[config.mk]
export PLATFORM = sky130hd
export DESIGN_NAME = bala_slice
export DESIGN_NICKNAME = d
export VERILOG_FILES = /design/src/common/bala_pkg.sv /design/src/design/bala_calc.sv /design/src/design/bala_slice.sv
export SDC_FILE = /design/constraint.sdc
export NUM_CORES = 1
export LEC_CHECK = 0
export BUFFER_PORTS_ARGS = -buffer_cell sky130_fd_sc_hd__buf_4
export CAP_MARGIN = 10
export CORE_ASPECT_RATIO = 0.5
export CORE_UTILIZATION = 30
export CTS_CLUSTER_SIZE = 30
export DETAILED_ROUTE_END_ITERATION = 10
export HOLD_SLACK_MARGIN = 0.06
export PLACE_DENSITY = 0.53
export SYNTH_ARGS = -nofsm -noshare
export SYNTH_HDL_FRONTEND = slang
export SYNTH_SLANG_ARGS = --single-unit
[constraint.sdc]
create_clock -name clk_sys -period 4.6 [get_ports clk_sys]
set_input_delay 0.23 -clock clk_sys [delete_from_list [all_inputs] [get_ports clk_sys]]
set_output_delay 0.23 -clock clk_sys [all_outputs]
set_load 0.01 [all_outputs]
[src/common/bala_pkg.sv]
// package for the byte alu slice: operation codes, widths, reset values
// assumes a single clock domain shared with the processor core
package bala_pkg;
  // ==========================================================
  // widths and sizes
  localparam int DATA_W = 8;
  localparam int REG_COUNT = 16;
  localparam int REG_SEL_W = 4;
  localparam int BANK_COUNT = 2;
  // ==========================================================
  // reset values
  localparam logic [7:0] REG_RESET = 8'h00;
  localparam logic ZERO_RESET = 1'b0;
  localparam logic CARRY_RESET = 1'b0;
  // ==========================================================
  // operations
  typedef enum logic [2:0] {
    BALA_OP_OR,
    BALA_OP_XOR,
    BALA_OP_ADD,
    BALA_OP_ADD_CARRY,
    BALA_OP_SUB,
    BALA_OP_SUB_BORROW
  } bala_op_t;
endpackage

[src/design/bala_calc.sv]
// combinational arithmetic/logic core of the byte alu slice
// assumes operands are already selected by the caller
`timescale 1ns/1ps
module bala_calc (
  input wire bala_pkg::bala_op_t op,
  input wire logic [7:0] dest_val,
  input wire logic [7:0] src_val,
  input wire logic carry_in,
  input wire logic zero_in,
  output logic [7:0] result,
  output logic carry_out,
  output logic zero_out
);
  import bala_pkg::*;

  // ==========================================================
  // nine-bit sums keep the carry/borrow in bit 8
  wire logic use_cy = (op == BALA_OP_ADD_CARRY) || (op == BALA_OP_SUB_BORROW);
  wire logic cy_term = use_cy & carry_in;
  wire logic [8:0] sum9 = {1'b0, dest_val} + {1'b0, src_val} + {8'h00, cy_term};
  // unsigned borrow sets bit 8 when the true difference is negative
  wire logic [8:0] diff9 = {1'b0, dest_val} - {1'b0, src_val} - {8'h00, cy_term};
  wire logic res_zero = (result == 8'h00);

  always_comb begin
    result = dest_val;
    carry_out = 1'b0;
    unique case (op)
      BALA_OP_OR: begin
        result = dest_val | src_val;
        carry_out = 1'b0;
      end
      BALA_OP_XOR: begin
        result = dest_val ^ src_val;
        carry_out = 1'b0;
      end
      BALA_OP_ADD, BALA_OP_ADD_CARRY: begin
        result = sum9[7:0];
        carry_out = sum9[8];
      end
      BALA_OP_SUB, BALA_OP_SUB_BORROW: begin
        result = diff9[7:0];
        carry_out = diff9[8];
      end
      default: begin
        result = dest_val;
        carry_out = 1'b0;
      end
    endcase
  end

  // chained forms only keep zero if every earlier byte was zero too
  assign zero_out = use_cy ? (res_zero & zero_in) : res_zero;
endmodule

[src/design/bala_slice.sv]
// byte alu execution slice: register banks, flags, result write-back
// assumes decode delivers one operation per cycle with exec_valid
// Operation
// - or: result back, zero from result, carry cleared
// - xor with immediate or register, write back
// - xor: zero if result zero, carry forced clear
// - add: low eight bits of sum stored
// - add: carry on overflow, zero on result
// - add with carry uses prior flags
// - add with carry: zero needs prior zero
// - sub: stores eight-bit difference
// - sub: zero on result, carry as borrow
// - unsigned operands, two's complement wrap
// - sub with borrow subtracts prior carry
// - sub with borrow: zero needs prior zero
// - register operands pick one of sixteen
`timescale 1ns/1ps
module bala_slice (
  input wire logic clk_sys,
  input wire logic nrst,
  input wire logic exec_valid,
  input wire bala_pkg::bala_op_t exec_op,
  input wire logic use_immediate,
  input wire logic [3:0] dest_sel,
  input wire logic [3:0] src_sel,
  input wire logic [7:0] immediate_byte,
  input wire logic bank_sel,
  input wire logic [3:0] peek_sel,
  output logic [7:0] peek_data,
  output logic [7:0] result_data,
  output logic zero_flag,
  output logic carry_flag
);
  import bala_pkg::*;

  // ==========================================================
  // register banks
  logic [7:0] bank_reg [BANK_COUNT*REG_COUNT];
  logic zero_reg;
  logic carry_reg;
  logic [7:0] result_reg;
  logic [7:0] peek_reg;

  // sixteen registers per bank; bank bit forms the high address bit
  function automatic logic [4:0] reg_addr(input logic bank, input logic [3:0] sel);
    reg_addr = {bank, sel};
  endfunction

  wire logic [7:0] dest_operand_register = bank_reg[reg_addr(bank_sel, dest_sel)];
  wire logic [7:0] source_operand_register = bank_reg[reg_addr(bank_sel, src_sel)];
  wire logic [7:0] src_val = use_immediate ? immediate_byte : source_operand_register;

  logic [7:0] calc_result;
  logic calc_carry;
  logic calc_zero;

  bala_calc u_calc (
    .op(exec_op),
    .dest_val(dest_operand_register),
    .src_val(src_val),
    .carry_in(carry_reg),
    .zero_in(zero_reg),
    .result(calc_result),
    .carry_out(calc_carry),
    .zero_out(calc_zero)
  );

  // ==========================================================
  // write-back and flags
  always_ff @(posedge clk_sys or negedge nrst) begin
    if (!nrst) begin
      for (int i = 0; i < BANK_COUNT*REG_COUNT; i++) begin
        bank_reg[i] <= REG_RESET;
      end
    end else if (exec_valid) begin
      bank_reg[reg_addr(bank_sel, dest_sel)] <= calc_result;
    end
  end

  always_ff @(posedge clk_sys or negedge nrst) begin
    if (!nrst) begin
      zero_reg <= ZERO_RESET;
      carry_reg <= CARRY_RESET;
      result_reg <= REG_RESET;
    end else if (exec_valid) begin
      zero_reg <= calc_zero;
      carry_reg <= calc_carry;
      result_reg <= calc_result;
    end
  end

  always_ff @(posedge clk_sys or negedge nrst) begin
    if (!nrst) begin
      peek_reg <= REG_RESET;
    end else begin
      peek_reg <= bank_reg[reg_addr(bank_sel, peek_sel)];
    end
  end

  assign peek_data = peek_reg;
  assign result_data = result_reg;
  assign zero_flag = zero_reg;
  assign carry_flag = carry_reg;

  // ==========================================================
  // checks
  wire logic [8:0] ref_sum = {1'b0, dest_operand_register} + {1'b0, src_val}
                             + {8'h00, carry_reg};
  wire logic [8:0] ref_dif = {1'b0, dest_operand_register} - {1'b0, src_val}
                             - {8'h00, carry_reg};
endmodule

Word-level counts from Yosys, hierarchy flattened

Cells that the tools add are included.

Add/subtract/negate cells: 4
Magnitude comparators: 4
Equality and inequality tests: 5
Mux-type cells: 16
Bitwise logic cells: 7
Reductions and logical operators: 6

Operator list:

| kind                                                                  | number |
|---|---|
| 256-bit bitwise mux                                                   | 1 |
| 8-bit binary-select mux with 5-bit select                             | 3 |
| 8-bit two-way mux                                                     | 8 |
| 8-bit demux with 5-bit select                                         | 1 |
| 8-bit one-hot mux with 4 select lines                                 | 1 |
| 6-bit >= comparator, second input constant                            | 3 |
| 5-bit inverter with 6-bit output                                      | 3 |
| 8-bit by 8-bit adder with 9-bit output                                | 1 |
| 9-bit by 1-bit adder with 9-bit output                                | 1 |
| 8-bit by 8-bit subtractor with 9-bit output                           | 1 |
| 9-bit by 1-bit subtractor with 9-bit output                           | 1 |
| 8-bit logical NOT                                                     | 1 |
| 8-bit OR                                                              | 1 |
| 8-bit bitwise XOR                                                     | 1 |
| 3-bit by 2-bit equality test with 1-bit output, second input constant | 2 |
| 3-bit equality test, second input constant                            | 2 |
| 6-bit by 1-bit < comparator with 1-bit output, second input constant  | 1 |
| 2-bit OR reduction                                                    | 2 |
| 3-bit by 1-bit equality test with 1-bit output, second input constant | 1 |
| 3-bit logical NOT                                                     | 1 |
| 1-bit AND                                                             | 2 |
| 1-bit one-hot mux with 2 select lines                                 | 1 |
| 1-bit logical AND                                                     | 1 |
| 1-bit logical OR                                                      | 1 |
| 1-bit two-way mux                                                     | 1 |

Bits in registers: 274
Output and inout bits: 18
Logic and storage cells: 78

Depth between registers and ports, before layout

Word-level depth: 11
Mapped depth: 20
Depth with buffers taken out: 16

Cells and area by module

Synthesis repeated with hierarchy kept, for this count alone.

Cell total of the unflattened synthesis: 1,303
Area total of the unflattened synthesis: 17,566.8 um^2

Modules (own cells, without submodules):

| module     | instances | cells an instance | area an instance (um^2) | seq. area each (um^2) |
|---|---|---|---|---|
| bala_slice | 1         | 1,132             | 16,295.6                | 6,856.6 |
| bala_calc  | 1         | 171               | 1,271.2                 | 0.0 |

Worst setup path before layout

OpenSTA, ideal clock, no wires.

Kind: input port to flip-flop
From: input src_sel[0]
To: register bank_reg[102] (netlist name)
Library setup time: 0.133 ns
Data arrival time: 4.470 ns
Setup slack: -0.003 ns
Stages: 17
Buffers on the path: 3
Cells stage by stage: buf_2 > buf_1 > mux4_2 > mux4_2 > mux2i_1 > o21a_1 > inv_1 > fa_1 > fa_1 > nand3_1 > a21oi_1 > o21a_1 > nor2_1 > xnor2_1 > o221ai_1 > clkbuf_1 > o21ai_0

Longest elaborated chain between the ends: 9
Elaborated cells between the ends (all ways): 13
Classes of those cells: 4 x add/sub; 6 x mux; 3 x bitwise

RTL lines:

| element                                                                                                      | line                             | RTL |
|---|---|---|
| start, declared                                                                                              | bala_slice.sv:25                 | `input wire logic [3:0] src_sel,` |
| 5-bit inverter with 6-bit output (not written as such) *                                                     | bala_slice.sv:50                 | `wire logic [7:0] source_operand_register = bank_reg[reg_addr(bank_sel, src_sel)];` |
| 8-bit binary-select mux with 5-bit select *                                                                  | bala_slice.sv:50                 |  |
| 8-bit two-way mux (not written as such) * (2 in series)                                                      | bala_slice.sv:50                 |  |
| 8-bit two-way mux *                                                                                          | bala_slice.sv:51                 | `wire logic [7:0] src_val = use_immediate ? immediate_byte : source_operand_register;` |
| 8-bit by 8-bit subtractor with 9-bit output / 8-bit by 8-bit adder with 9-bit output (equally long branches) | bala_calc.sv:22, bala_calc.sv:20 |  |
| 9-bit by 1-bit subtractor with 9-bit output / 9-bit by 1-bit adder with 9-bit output (equally long branches) | bala_calc.sv:22, bala_calc.sv:20 |  |
| 8-bit one-hot mux with 4 select lines *                                                                      | bala_calc.sv:28                  | `unique case (op)` |
| 256-bit bitwise mux *                                                                                        | bala_slice.sv:76                 | `bank_reg[reg_addr(bank_sel, dest_sel)] <= calc_result;` |
| end signal, assigned by index                                                                                | bala_slice.sv:76                 |  |
| end, declared                                                                                                | bala_slice.sv:38                 | `logic [7:0] bank_reg [BANK_COUNT*REG_COUNT];` |

Every way passes the cells marked *; elsewhere a longest branch is shown, timed or not. The select of a mux whose other input is x is not followed.
A chain may end at the register's enable or synchronous reset.

Worst setup path in the final report

From: register bank_reg[40] (netlist name)
To: register bank_reg[142] (netlist name)

Longest elaborated chain between the ends: 8
Elaborated cells between the ends (all ways): 13
Classes of those cells: 4 x add/sub; 9 x mux

RTL lines:

| element                                                                                                      | line |
|---|---|
| 8-bit binary-select mux with 5-bit select                                                                    | bala_slice.sv:50 |
| 8-bit two-way mux (not written as such) (2 in series)                                                        | bala_slice.sv:50 |
| 8-bit two-way mux                                                                                            | bala_slice.sv:51 |
| 8-bit by 8-bit subtractor with 9-bit output / 8-bit by 8-bit adder with 9-bit output (equally long branches) | bala_calc.sv:22, bala_calc.sv:20 |
| 9-bit by 1-bit subtractor with 9-bit output / 9-bit by 1-bit adder with 9-bit output (equally long branches) | bala_calc.sv:22, bala_calc.sv:20 |
| 8-bit one-hot mux with 4 select lines *                                                                      | bala_calc.sv:28 |
| 256-bit bitwise mux *                                                                                        | bala_slice.sv:76 |

Marked as above.

==> run_results.csv <==
group,metric,value,unit
global_routing,grt_pass1_vias,13430,
layout,syn2layout_area_growth,15.48,%
hold_path,hold_depth,2,
clock_tree,clkTransAtPathRegs,0.06,ns
global_routing,overflow,0,
yosys,synth_area_leaders,"dfrtp_1 39%, mux4_2 22%, mux2i_1 8.8%",
detailed_routing,vias,13620,
layout,nNetsFinal,1675,
layout,drive_above_1_share,24.89,%
yosys,avgSynthCellArea,11.13,µm²
yosys,synth-edff-count,0,
detailed_routing,wl_per_cell,25.99,µm
sta,fin_crit,4.372,ns
worst_setup_path,required,5.08,ns
hold_path,hp-class,"in2reg",
floorplanning,io_pins,46,
sta,tns,0,ns
sta,setup_viol,0,
placed_design,preCtsSetupSlack,-0.09093,ns
worst_setup_path,path_max_fanout,14,
detailed_routing,avgViaCountPerCell,5.659,
floorplanning,core-area,0.05748,mm²
sta,finalCritPeriodShare,95.05,%
yosys,synthesis.nets,1629,
layout,n_antenna_cell,0,
clock_tree,numClockSinks,274,
yosys,synth_top_area_cell,"dfrtp_1",
power_and_ir_drop,vdd_drop_max,276.0,µV
clock_tree,cts_setup_buffers,0,
sta,max_slew.worst_pin.slew,1.092,ns
global_routing,grt_start_max_net_pins,107,
layout,fin_util,35.10,%
yosys,yosys_warnings,0,
layout,layout_commonest_cell,"dfrtp_1",
floorplanning,dieWidth,343.3,µm
clock_tree,cts_tree,"yes",
floorplanning,rows,62,
clock_tree,cts-root-buf,"clkbuf_16",
run_status,outcome,"completed",
worst_setup_path,worst_setup_path_end_kind,"register",
placed_design,place.gp.congestion,0.9850,
run,maxCapViolations,0,
worst_setup_path,r2r_slack,0.23,ns
yosys,synth_top_area_share,39.24,%
global_routing,groute.usage.overall,21.29,%
floorplanning,start_util,30.39,%
detailed_routing,wl,62560,µm
clock_tree,htree_levels,1,
layout,mostFrequentLayoutCells,"274 x dfrtp_1, 218 x nand2_1, 172 x mux4_2, 152 x mux2i_1, 151 x o21ai_0",
detailed_routing,drc,0,
global_routing,grt_pass1_wl,93380,µm
power_and_ir_drop,p_leak,8.564,nW
placed_design,portBuffers,45,
yosys,yosys_most_used_dff,"dfrtp_1",
clock_tree,cts_made_buffers,31,
sta,fin_ws,0.2278,ns
power_and_ir_drop,p_per_area,535.5,mW/mm²
clock_tree,clk_latency,0.59,ns
sta,fmax,0.2287,GHz
floorplanning,die_h,172.6,µm
placed_design,hpwl,44610,µm
yosys,synth_cell_types,67,
detailed_routing,drtAntennaViolNets,0,
sta,finClkSkew,0.01543,ns
sta,hold_slack,0.1841,ns
sta,slew_headroom,27.22,%
sta,rsz0062_at_grt,"no",
layout,largest_register_ffs,256,
yosys,postSynthCellCount,1570,
detailed_routing,drt_iter0_drc,1362,
yosys,yosysSeqAreaShare,39.24,%
detailed_routing,firstDrtPassIters,5,
floorplanning,dieArea,0.05927,mm²
yosys,postSynth.asyncResetShare,100.0,%
yosys,ys_seq_elements,274,
clock_tree,cts.path.max_buffers,3,
worst_setup_path,critPathKind,"reg2reg",
global_routing,antenna_found_initial,0,
worst_setup_path,worst-r2r-cell-count,16,
yosys,synthesis.area,0.01747,mm²
worst_setup_path,worst_setup_path_start_kind,"register",
worst_setup_path,worstPathArrival,4.86,ns
sta,drv_slew,0,
sta,hold_viol_final,0,
-- what timing repair did --
item                       4_1_cts  5_1_grt
setup endpoints to repair        0       59
hold buffers                     1        1
gates resized for setup          0        4
hold endpoints to repair       104        1
-- stage by stage --
step / instance area (µm²) / instances / power (mW)
6_report: 20180 / 2407 / 10.80
5_1_grt: 20180 / 2407 / 11.37
3_3_place_gp: 19160 / 2349 / 8.225
4_1_cts: 20160 / 2406 / 10.77
3_5_place_dp: 19160 / 2349 / 8.304
2_1_floorplan: 17470 / 1570 / 6.412
-- layout make-up --
cell class              count  area, µm²
clock buffers              47      925.9
multi-input cells        1090       9772
well taps                 768      960.9
flip-flops and latches    274       6857
repair buffers            152       1345
fillers                  5708      37310
clock inverters             9      63.81
inverters                  67      251.5
-- critical path, cell delays in order (launching register included) --
cell and delay, ns:
dfrtp_1 0.42, mux4_2 0.51, mux4_2 0.50, mux2i_2 0.20, buf_4 0.18, o21a_1 0.18, inv_1 0.07, fa_2 0.37
fa_1 0.45, nand3_1 0.12, a21oi_1 0.11, o21a_1 0.18, nor2_1 0.16, xnor2_1 0.19, o221ai_4 0.18, buf_12 0.20
o31ai_1 0.21
-- kinds of logic (layout without fill, tap and decap cells) --
group	after synthesis	after routing	synth area share, %
simple gates	363	363	9.696
compound gates	354	354	11.62
mux	334	334	31.52
flops	274	274	39.24
buf+inv	206	275	5.127
fa+ha+maj	31	31	2.392
xor+xnor	8	8	0.4010
-- routing by layer --
layer  wire, µm  vias to the layer above  share of wire, %  global-route usage [%]
li1           -                     5911                 -                       -
met1      27070                     6972                43                   30.22
met2      26810                      609                43                   31.05
met3       6360                      130                10                   6.343
met4       2313                        0               3.7                   6.685
met5          0                        -                 0                       0
-- power breakdown --
part           switching [mW]  total, mW  internal (mW)
combinational            2.30       4.36           2.06
sequential              0.823       4.01           3.18
clock                    1.05       2.44           1.38
-- synthesized netlist by cell type (all sizes together), types with 2 or more instances --
| cell type | instances |
|---|---|
| a22oi | 3 |
| o22ai | 53 |
| ha | 27 |
| nor3 | 6 |
| or2 | 5 |
| o221a | 2 |
| xnor2 | 6 |
| mux2i | 153 |
| mux2 | 9 |
| fa | 4 |
| nand4bb | 5 |
| nor2 | 72 |
| o221ai | 4 |
| nor2b | 7 |
| o21a | 10 |
| or4b | 4 |
| a21o | 2 |
| inv | 67 |
| o31ai | 12 |
| nand2 | 219 |
| nand4b | 4 |
| nor3b | 2 |
| a21oi | 68 |
| clkbuf | 80 |
| nor4 | 13 |
| xor2 | 2 |
| o21ai | 189 |
| buf | 59 |
| mux4 | 172 |
| nand4 | 3 |
| nand3 | 6 |
| and3b | 2 |
| dfrtp | 274 |
| and3 | 5 |
| nand2b | 5 |
-- worst paths after layout --
| kind | startpoint | endpoint |
|---|---|---|
| hold reg to reg | result_data[4]$_DFFE_PN0P_ | result_data[4]$_DFFE_PN0P_ |
| setup reg to reg | bank_reg[40]$_DFFE_PN0P_ | bank_reg[142]$_DFFE_PN0P_ |
| setup / recovery | bank_reg[40]$_DFFE_PN0P_ | bank_reg[142]$_DFFE_PN0P_ |
| hold / removal | bank_sel | peek_data[4]$_DFF_PN0_ |
| min in group asynchronous | nrst | bank_reg[87]$_DFFE_PN0P_ |
| max in group asynchronous | nrst | bank_reg[128]$_DFFE_PN0P_ |
No activity file was read; power rests on OpenSTA's default activity.
